## src/include/timer_module_pkg.sv

```systemverilog
// Constants, types and mode decoding shared by the timer module files.
// What this block does
// - Each block has two 16-bit counters, separate or joined as 32-bit timer or RTC.
// - Four independent timer blocks, each configured on its own.
// - All block conversion triggers are ORed into one converter trigger.
// - Pins are general-purpose I/O after reset until alternate function is selected.
// - The 8-bit prescaler extends 16-bit one-shot and periodic modes only.
// - RTC mode counts seconds derived from an external 32.768 kHz reference.
// - With stalling enabled, one-shot and periodic modes stop counting during debug halt.
// - Each 16-bit counter supports edge count and edge time capture.
// - Each 16-bit counter has simple PWM with selectable output inversion.
// - Only the first block has pins: even pin first counter, odd pin second.
// - Reset clears control, sets counters and loads to 0xffff, prescalers to 0x00.
// - Configuration 0 is 32-bit timer, 1 is 32-bit RTC, 0x4 is split 16-bit.
// - At zero a counter reloads next cycle, flags timeout; one-shot then disables.
// - First RTC selection loads 1; on match roll to zero, keep counting, flag.
package timer_module_pkg;

   localparam int          NUM_BLOCKS    = 4;
   localparam int          NUM_COUNTERS  = 8;
   localparam logic [2:0]  CFG_32_TIMER  = 3'h0;
   localparam logic [2:0]  CFG_32_RTC    = 3'h1;
   localparam logic [2:0]  CFG_16_SPLIT  = 3'h4;
   localparam logic [1:0]  MODE_ONESHOT  = 2'h1;
   localparam logic [1:0]  MODE_PERIODIC = 2'h2;
   localparam logic [1:0]  MODE_CAPTURE  = 2'h3;
   localparam logic [15:0] COUNT_RESET   = 16'hffff;
   localparam logic [15:0] LOAD_RESET    = 16'hffff;
   localparam logic [7:0]  PRESCALE_RESET = 8'h00;
   localparam logic [31:0] RTC_START     = 32'h0000_0001;
   localparam int          RTC_REF_HZ    = 32768;
   localparam int          RTC_TICK_HZ   = 1;
   localparam int          RTC_DIV       = RTC_REF_HZ / RTC_TICK_HZ;

   typedef enum logic [8:0] {
      F_IDLE   = 9'h001,
      F_OS16   = 9'h002,
      F_PER16  = 9'h004,
      F_CNT16  = 9'h008,
      F_TIME16 = 9'h010,
      F_PWM16  = 9'h020,
      F_OS32   = 9'h040,
      F_PER32  = 9'h080,
      F_RTC    = 9'h100
   } func_t;

   // Decodes the block configuration and counter mode into one function.
   function automatic func_t decode_func(input logic [2:0] cfg, input logic [1:0] mode,
                                         input logic cap_time, input logic pwm, input logic is_odd);
      decode_func = F_IDLE;
      case (cfg)
         CFG_32_RTC: begin
            if (!is_odd) decode_func = F_RTC;
         end
         CFG_32_TIMER: begin
            if (!is_odd && mode == MODE_ONESHOT) decode_func = F_OS32;
            if (!is_odd && mode == MODE_PERIODIC) decode_func = F_PER32;
         end
         CFG_16_SPLIT: begin
            case (mode)
               MODE_ONESHOT: decode_func = F_OS16;
               MODE_PERIODIC: decode_func = F_PER16;
               MODE_CAPTURE: begin
                  if (pwm) decode_func = F_PWM16;
                  else if (cap_time) decode_func = F_TIME16;
                  else decode_func = F_CNT16;
               end
               default: decode_func = F_IDLE;
            endcase
         end
         default: decode_func = F_IDLE;
      endcase
   endfunction : decode_func

endpackage : timer_module_pkg

```

## src/hw/timer_pin_unit.sv

```systemverilog
// Shared capture pin: general-purpose I/O or timer alternate function.
`timescale 1ns/1ns
module timer_pin_unit (
   // Clock and reset.
   input  wire logic clk_in,
   input  wire logic nrst_in,
   // Pin side.
   input  wire logic pin_in,
   output logic      pin_out,
   output logic      pin_oe_n_out,
   // Function select and GPIO side.
   input  wire logic alt_select_in,
   input  wire logic gpio_data_in,
   input  wire logic gpio_drive_in,
   output logic      gpio_read_out,
   // Timer side.
   input  wire logic pwm_active_in,
   input  wire logic pwm_level_in,
   output logic      edge_out
);

   logic pin_q;

   always_ff @(posedge clk_in or negedge nrst_in) begin
      if (!nrst_in) begin
         pin_q         <= 1'b0;
         edge_out      <= 1'b0;
         gpio_read_out <= 1'b0;
      end else begin
         pin_q         <= pin_in;
         gpio_read_out <= pin_in;
         edge_out      <= pin_in & ~pin_q & alt_select_in;
      end
   end

   always_ff @(posedge clk_in or negedge nrst_in) begin
      if (!nrst_in) begin
         pin_out      <= 1'b0;
         pin_oe_n_out <= 1'b1;
      end else if (alt_select_in) begin
         pin_out      <= pwm_level_in;
         pin_oe_n_out <= ~pwm_active_in;
      end else begin
         pin_out      <= gpio_data_in;
         pin_oe_n_out <= ~gpio_drive_in;
      end
   end

endmodule : timer_pin_unit

```

## src/hw/timer_module.sv

```systemverilog
// Four general-purpose timer blocks with eight 16-bit counters and shared trigger.
`timescale 1ns/1ns
module timer_module
   import timer_module_pkg::*;
#(
   parameter int RTC_DIVIDE = RTC_DIV
) (
   // Clock and reset.
   input  wire logic                   clk_in,
   input  wire logic                   nrst_in,
   // Block configuration and counter modes.
   input  wire logic [3:0][2:0]        cfg_in,
   input  wire logic [7:0][1:0]        mode_in,
   input  wire logic [7:0]             cap_time_in,
   input  wire logic [7:0]             pwm_mode_in,
   input  wire logic [7:0]             pwm_invert_in,
   // Counter control.
   input  wire logic [7:0]             enable_set_in,
   input  wire logic [7:0]             enable_clr_in,
   input  wire logic [7:0]             stall_en_in,
   input  wire logic [7:0]             trig_en_in,
   input  wire logic                   debug_halt_in,
   input  wire logic [7:0]             load_wr_in,
   input  wire logic [7:0][15:0]       load_data_in,
   input  wire logic [7:0][7:0]        prescale_in,
   input  wire logic [7:0][15:0]       match_in,
   // Flag clears.
   input  wire logic [7:0]             timeout_clr_in,
   input  wire logic [7:0]             capture_clr_in,
   input  wire logic [3:0]             rtc_clr_in,
   // Capture pins of the first block.
   input  wire logic                   capture_pin_even_in,
   output logic                        capture_pin_even_out,
   output logic                        capture_pin_even_oe_n_out,
   input  wire logic                   capture_pin_odd_in,
   output logic                        capture_pin_odd_out,
   output logic                        capture_pin_odd_oe_n_out,
   input  wire logic [1:0]             alt_function_select_in,
   input  wire logic [1:0]             gpio_data_in,
   input  wire logic [1:0]             gpio_drive_in,
   output logic [1:0]                  gpio_read_out,
   // Status.
   output logic [7:0]                  enable_out,
   output logic [7:0][15:0]            count_out,
   output logic [7:0][15:0]            capture_out,
   output logic [7:0]                  timeout_flag_out,
   output logic [7:0]                  capture_flag_out,
   output logic [3:0]                  rtc_flag_out,
   output logic                        trigger_out
);

   logic [7:0][15:0] cnt;
   logic [7:0][15:0] next_cnt;
   logic [7:0][7:0]  pre;
   logic [7:0][7:0]  next_pre;
   logic [7:0][15:0] load;
   logic [7:0][15:0] next_load;
   logic [7:0][15:0] capt;
   logic [7:0][15:0] next_capt;
   logic [7:0]       en;
   logic [7:0]       hw_clr;
   logic [7:0]       tmo_ev;
   logic [7:0]       cap_ev;
   logic [3:0]       rtc_ev;
   logic [3:0]       rtc_used;
   logic [3:0]       next_rtc_used;
   logic [7:0]       tmo_flag;
   logic [7:0]       cap_flag;
   logic [3:0]       rtc_flag;
   logic [7:0]       pwm_act;
   logic [7:0]       pwm_lvl;
   logic [7:0]       edge_ev;
   logic             edge_even;
   logic             edge_odd;
   logic [15:0]      rtc_div;
   logic             rtc_tick;
   logic             trig;

   assign edge_ev = {6'h00, edge_odd, edge_even};

   // Only the first block's counters are wired to pins.
   timer_pin_unit u_pin_even (
      .clk_in        (clk_in),
      .nrst_in       (nrst_in),
      .pin_in        (capture_pin_even_in),
      .pin_out       (capture_pin_even_out),
      .pin_oe_n_out  (capture_pin_even_oe_n_out),
      .alt_select_in (alt_function_select_in[0]),
      .gpio_data_in  (gpio_data_in[0]),
      .gpio_drive_in (gpio_drive_in[0]),
      .gpio_read_out (gpio_read_out[0]),
      .pwm_active_in (pwm_act[0]),
      .pwm_level_in  (pwm_lvl[0]),
      .edge_out      (edge_even)
   );

   timer_pin_unit u_pin_odd (
      .clk_in        (clk_in),
      .nrst_in       (nrst_in),
      .pin_in        (capture_pin_odd_in),
      .pin_out       (capture_pin_odd_out),
      .pin_oe_n_out  (capture_pin_odd_oe_n_out),
      .alt_select_in (alt_function_select_in[1]),
      .gpio_data_in  (gpio_data_in[1]),
      .gpio_drive_in (gpio_drive_in[1]),
      .gpio_read_out (gpio_read_out[1]),
      .pwm_active_in (pwm_act[1]),
      .pwm_level_in  (pwm_lvl[1]),
      .edge_out      (edge_odd)
   );

   // Divides the reference edges on the even pin down to a one-second tick.
   always_ff @(posedge clk_in or negedge nrst_in) begin
      if (!nrst_in) begin
         rtc_div  <= 16'h0000;
         rtc_tick <= 1'b0;
      end else if (edge_ev[0] && rtc_div == 16'(RTC_DIVIDE - 1)) begin
         rtc_div  <= 16'h0000;
         rtc_tick <= 1'b1;
      end else begin
         rtc_div  <= edge_ev[0] ? rtc_div + 16'h0001 : rtc_div;
         rtc_tick <= 1'b0;
      end
   end

   // Computes the next state of every counter from its block function.
   always_comb begin
      func_t       f;
      int          hi;
      logic [31:0] c32;
      logic        run;
      f             = F_IDLE;
      hi            = 0;
      c32           = 32'h0000_0000;
      run           = 1'b0;
      next_cnt      = cnt;
      next_pre      = pre;
      next_load     = load;
      next_capt     = capt;
      next_rtc_used = rtc_used;
      hw_clr        = 8'h00;
      tmo_ev        = 8'h00;
      cap_ev        = 8'h00;
      rtc_ev        = 4'h0;
      pwm_act       = 8'h00;
      for (int i = 0; i < NUM_COUNTERS; i++) begin
         f   = decode_func(cfg_in[i >> 1], mode_in[i], cap_time_in[i], pwm_mode_in[i], i[0]);
         hi  = i | 1;
         c32 = {cnt[hi], cnt[i]};
         run = en[i] & ~(debug_halt_in & stall_en_in[i]);
         case (f)
            F_OS32, F_PER32: begin
               if (run) begin
                  if (c32 == 32'h0000_0000) begin
                     {next_cnt[hi], next_cnt[i]} = {load[hi], load[i]};
                     tmo_ev[i] = 1'b1;
                     hw_clr[i] = (f == F_OS32);
                  end else begin
                     {next_cnt[hi], next_cnt[i]} = c32 - 32'h0000_0001;
                  end
               end
            end
            F_RTC: begin
               if (!rtc_used[i >> 1]) begin
                  {next_cnt[hi], next_cnt[i]} = RTC_START;
                  next_rtc_used[i >> 1] = 1'b1;
               end else if (en[i] && rtc_tick) begin
                  if (c32 == {match_in[hi], match_in[i]}) begin
                     {next_cnt[hi], next_cnt[i]} = 32'h0000_0000;
                     rtc_ev[i >> 1] = 1'b1;
                  end else begin
                     {next_cnt[hi], next_cnt[i]} = c32 + 32'h0000_0001;
                  end
               end
            end
            F_OS16, F_PER16: begin
               if (run) begin
                  if (pre[i] != 8'h00) begin
                     next_pre[i] = pre[i] - 8'h01;
                  end else if (cnt[i] == 16'h0000) begin
                     next_cnt[i] = load[i];
                     next_pre[i] = prescale_in[i];
                     tmo_ev[i]   = 1'b1;
                     hw_clr[i]   = (f == F_OS16);
                  end else begin
                     next_cnt[i] = cnt[i] - 16'h0001;
                     next_pre[i] = prescale_in[i];
                  end
               end
            end
            F_CNT16: begin
               if (en[i] && edge_ev[i]) begin
                  if (cnt[i] == match_in[i]) begin
                     next_cnt[i] = load[i];
                     cap_ev[i]   = 1'b1;
                  end else begin
                     next_cnt[i] = cnt[i] - 16'h0001;
                  end
               end
            end
            F_TIME16: begin
               if (en[i]) begin
                  next_cnt[i] = (cnt[i] == 16'h0000) ? load[i] : cnt[i] - 16'h0001;
                  if (edge_ev[i]) begin
                     next_capt[i] = cnt[i];
                     cap_ev[i]    = 1'b1;
                  end
               end
            end
            F_PWM16: begin
               pwm_act[i] = en[i];
               if (en[i]) begin
                  next_cnt[i] = (cnt[i] == 16'h0000) ? load[i] : cnt[i] - 16'h0001;
               end
            end
            default: begin
            end
         endcase
         if (load_wr_in[i]) begin
            next_load[i] = load_data_in[i];
            next_cnt[i]  = load_data_in[i];
            next_pre[i]  = prescale_in[i];
            if (cfg_in[i >> 1] == CFG_32_TIMER && !i[0]) begin
               next_load[hi] = load_data_in[hi];
               next_cnt[hi]  = load_data_in[hi];
            end
         end
      end
   end

   always_ff @(posedge clk_in or negedge nrst_in) begin
      if (!nrst_in) begin
         cnt      <= {NUM_COUNTERS{COUNT_RESET}};
         load     <= {NUM_COUNTERS{LOAD_RESET}};
         pre      <= {NUM_COUNTERS{PRESCALE_RESET}};
         capt     <= {NUM_COUNTERS{16'h0000}};
         rtc_used <= 4'h0;
      end else begin
         cnt      <= next_cnt;
         load     <= next_load;
         pre      <= next_pre;
         capt     <= next_capt;
         rtc_used <= next_rtc_used;
      end
   end

   // Enables: a one-shot expiry clears its enable unless software sets it again.
   always_ff @(posedge clk_in or negedge nrst_in) begin
      if (!nrst_in) begin
         en <= 8'h00;
      end else begin
         en <= ((en & ~hw_clr) | enable_set_in) & ~enable_clr_in;
      end
   end

   // Sticky flags; an event in the clearing cycle wins.
   always_ff @(posedge clk_in or negedge nrst_in) begin
      if (!nrst_in) begin
         tmo_flag <= 8'h00;
         cap_flag <= 8'h00;
         rtc_flag <= 4'h0;
      end else begin
         tmo_flag <= (tmo_flag & ~timeout_clr_in) | tmo_ev;
         cap_flag <= (cap_flag & ~capture_clr_in) | cap_ev;
         rtc_flag <= (rtc_flag & ~rtc_clr_in) | rtc_ev;
      end
   end

   // PWM level and combined conversion trigger.
   always_ff @(posedge clk_in or negedge nrst_in) begin
      if (!nrst_in) begin
         pwm_lvl <= 8'h00;
         trig    <= 1'b0;
      end else begin
         for (int i = 0; i < NUM_COUNTERS; i++) begin
            pwm_lvl[i] <= (cnt[i] > match_in[i]) ^ pwm_invert_in[i];
         end
         trig <= |(tmo_ev & trig_en_in);
      end
   end

   assign enable_out       = en;
   assign count_out        = cnt;
   assign capture_out      = capt;
   assign timeout_flag_out = tmo_flag;
   assign capture_flag_out = cap_flag;
   assign rtc_flag_out     = rtc_flag;
   assign trigger_out      = trig;

endmodule : timer_module

```

## config.mk

```make
export PLATFORM = sky130hd
export DESIGN_NAME = timer_module
export DESIGN_NICKNAME = d
export VERILOG_FILES = /design/src/include/timer_module_pkg.sv /design/src/hw/timer_pin_unit.sv /design/src/hw/timer_module.sv
export SDC_FILE = /design/constraint.sdc
export NUM_CORES = 2
export LEC_CHECK = 0
export BUFFER_PORTS_ARGS = -buffer_cell sky130_fd_sc_hd__buf_2
export CORE_AREA = 2 2 284 286
export DETAILED_ROUTE_END_ITERATION = 12
export DIE_AREA = 0 0 286 288
export PLACE_DENSITY = 0.66
export SKIP_CTS_REPAIR_TIMING = 1
export SLEW_MARGIN = 10
export SYNTH_ARGS = -nofsm -noshare
export SYNTH_HDL_FRONTEND = slang
export SYNTH_SLANG_ARGS = --single-unit
```

## constraint.sdc

```tcl
create_clock -name clk_in -period 2.91 [get_ports clk_in]
set_input_delay 0.582 -clock clk_in [delete_from_list [all_inputs] [get_ports clk_in]]
set_output_delay 0.582 -clock clk_in [all_outputs]
set_load 0.01 [all_outputs]
```

==> results.ini <==
[setup_path]
crit_path_start_kind = register
r2r_end = count_out[27]
endpoint = count_out[27]
arrival_ns = 3.42
r2r_slack_ns = 0.03
criticalPathCategory = reg2reg
startpoint = count_out[3]
r2r_start = count_out[3]
crit_fanout = 9
worstPathRequired_ns = 3.45
crit_path_end_kind = register
worstRegToRegCells = 7

[die]
die_w_um = 286
core_area_um2 = 79600
start_util = 0.423
dieArea_um2 = 82400
ioPinCount = 734
fp-row-count = 104
die_h_um = 288

[sta]
grt_setup_unrepaired = true
finalWorstPathRequiredPeriod_ns = 2.88
setup_viol = 0
fin_tns_setup_ns = 0
relSlewSlack = 0.339
period_share = 0.990
timing_hold_violations_final = 0
hold_slack_ns = 0.0606
max_freq_mhz = 347
worstMarginPinSlew_ns = 0.992
fin_skew_ns = 0.0345
finalMaxSlewViolations = 0

[final_layout]
nNetsFinal = 5790
syn_to_final_growth_pct = 28.8
layout-drive-gt1-share = 0.318

[drt]
drcViolationCount = 0
drt-total-wl_um = 141000
via_count = 37944
via_per_inst = 5.94
drt-initial-drc-count = 3670
drtAntennaViolNets = 0
wl_per_cell_um = 22.0
first_pass_iters = 5

[placement]
dp_hpwl_um = 109000
place_congestion = 1.01
io_buffers = 631

[yosys]
async_flop_share = 1.00
synthTopCellsByCount = nand2_1, nor2_1, o21ai_0
synth_seq_cells = 412
ys.flop_type = dfstp_2
yosys_warnings = 0
syn_area_per_cell_um2 = 7.80
yosys-top-cells-area = dfstp_2, dfrtp_1, nand2_1
yosys.area.top_type = dfstp_2
synth_cell_types = 95
synth.most_common_cell = nand2_1
ys_seq_area_frac = 0.316
synthesis.area_um2 = 33700
synth_edf_count = 0
netlist.area_leader.share = 0.201
synth_cells = 4316

[hold_path]
min_path_type = in2reg
hold_depth = 1

[global_route]
grt_pass1_wl_um = 212000
overflow = 0
grt_use_met2 = 0.518
grt_pass1_vias = 35696
top_usage_layer = met2
antenna_found_initial = 24
gr-usage-met1 = 0.441
track_usage = 0.328
use_met3 = 0.0648
grt_max_degree = 73

[clock_tree]
clkTransAtPathRegs_ns = 0.06
cts_buffer_depth = 3
cts-buffers-inserted = 52
h-tree-depth = 2
cts_root_buffer = clkbuf_16
cts_tree = yes
insertion_delay_ns = 0.65
clock_sinks = 412

[pwr]
leakage_nw = 18.8
max-vdd-ir-drop_mv = 0.545
power_density_nw_per_um2 = 459

[run_status]
outcome = finished, final reports clean

[job]
max-cap-violations = 0

[power breakdown]
| group | internal (mW) | total, mW | switching [mW] |
|---|---|---|---|
| Sequential | 6.59 | 7.34 | 0.749 |
| Combinational | 2.12 | 5.12 | 2.99 |
| Clock | 4.55 | 7.44 | 2.89 |
[critical path: stages (launching register included)]
cell and delay (ns):
dfstp_2 0.69, nand4_1 0.33, or4_1 0.72, nor3_1 0.31, buf_4 0.19, and4b_1 0.20
nor3_1 0.04, a31oi_1 0.29
[stage by stage]
stage	power (mW)	cells	area [um^2]	setup WS, ns	utilization
final	19.9	6385	43400	0.0277	0.545
after global placement	12.3	6264	41200	-0.378	0.517
after global routing	20.8	6381	43400	-0.0162	0.545
after floorplan	10.1	4411	34100	-0.133	-
after detailed placement	12.4	6264	41200	-0.394	0.517
after CTS	19.9	6362	43100	-0.144	0.541
[how the worst min path moves through the flow]
stage | start | end
floorplan | nrst_in | capture_flag_out[0]
global route | capture_pin_even_in | u_pin_even.gpio_read_out
finish | capture_pin_even_in | u_pin_even.gpio_read_out
detailed placement | u_pin_even.gpio_read_out | u_pin_even.edge_out
global placement | u_pin_even.gpio_read_out | u_pin_even.edge_out
CTS | nrst_in | capture_out[30]
[cell usage in the layout (no fill, tap or decap), types with 61 or more instances in the layout]
| master | n |
|---|---|
| a211oi_1 | 104 |
| a21oi_1 | 189 |
| a31oi_1 | 80 |
| buf_2 | 630 |
| buf_4 | 538 |
| conb_1 | 96 |
| dfrtp_1 | 154 |
| dfstp_2 | 258 |
| ha_1 | 79 |
| inv_1 | 193 |
| nand2_1 | 497 |
| nand3_1 | 111 |
| nand4_1 | 81 |
| nor2_1 | 443 |
| nor3_1 | 157 |
| nor4_1 | 96 |
| o21ai_0 | 267 |
| o31ai_1 | 61 |
| xnor2_1 | 114 |
| xor2_1 | 174 |
[logic make-up (layout without fill, tap and decap cells)]
kind of cell,Yosys count,after routing,synth area share
compound gates,1136,1136,0.226
other cells,1,111,0.000111
xor+xnor,288,288,0.0749
mux,75,75,0.0243
simple gates,1737,1737,0.251
flops,412,412,0.316
fa+ha+maj,81,81,0.0301
buf+inv,586,1485,0.0775
[area by class of cell]
class | count | area (um^2)
inverters | 194 | 728
fillers | 7674 | 36300
clock buffers | 67 | 1470
repair buffers | 1193 | 7670
multi-input cells | 3413 | 21100
well taps | 1060 | 1330
diodes | 15 | 37.5
clock inverters | 31 | 467
flip-flops and latches | 412 | 10600
[sequential cells by signal (all words and copies together) (netlist names), 2 cells and up]
name and count:
capture_flag_out 8, pwm_lvl 2, count_out 128, timeout_flag_out 8, enable_out 8, rtc_div 16
load 128, rtc_used 4, pre 64, rtc_flag_out 4, capture_out 32
[layer usage]
metal | routed length (um) | up-vias | share of wire
li1 | - | 17421 | -
met1 | 58600 | 18210 | 0.42
met2 | 63300 | 1952 | 0.45
met3 | 13100 | 345 | 0.093
met4 | 5660 | 16 | 0.040
met5 | 103 | - | 0.00073
Note: power is estimated with default switching activity, not from simulation.
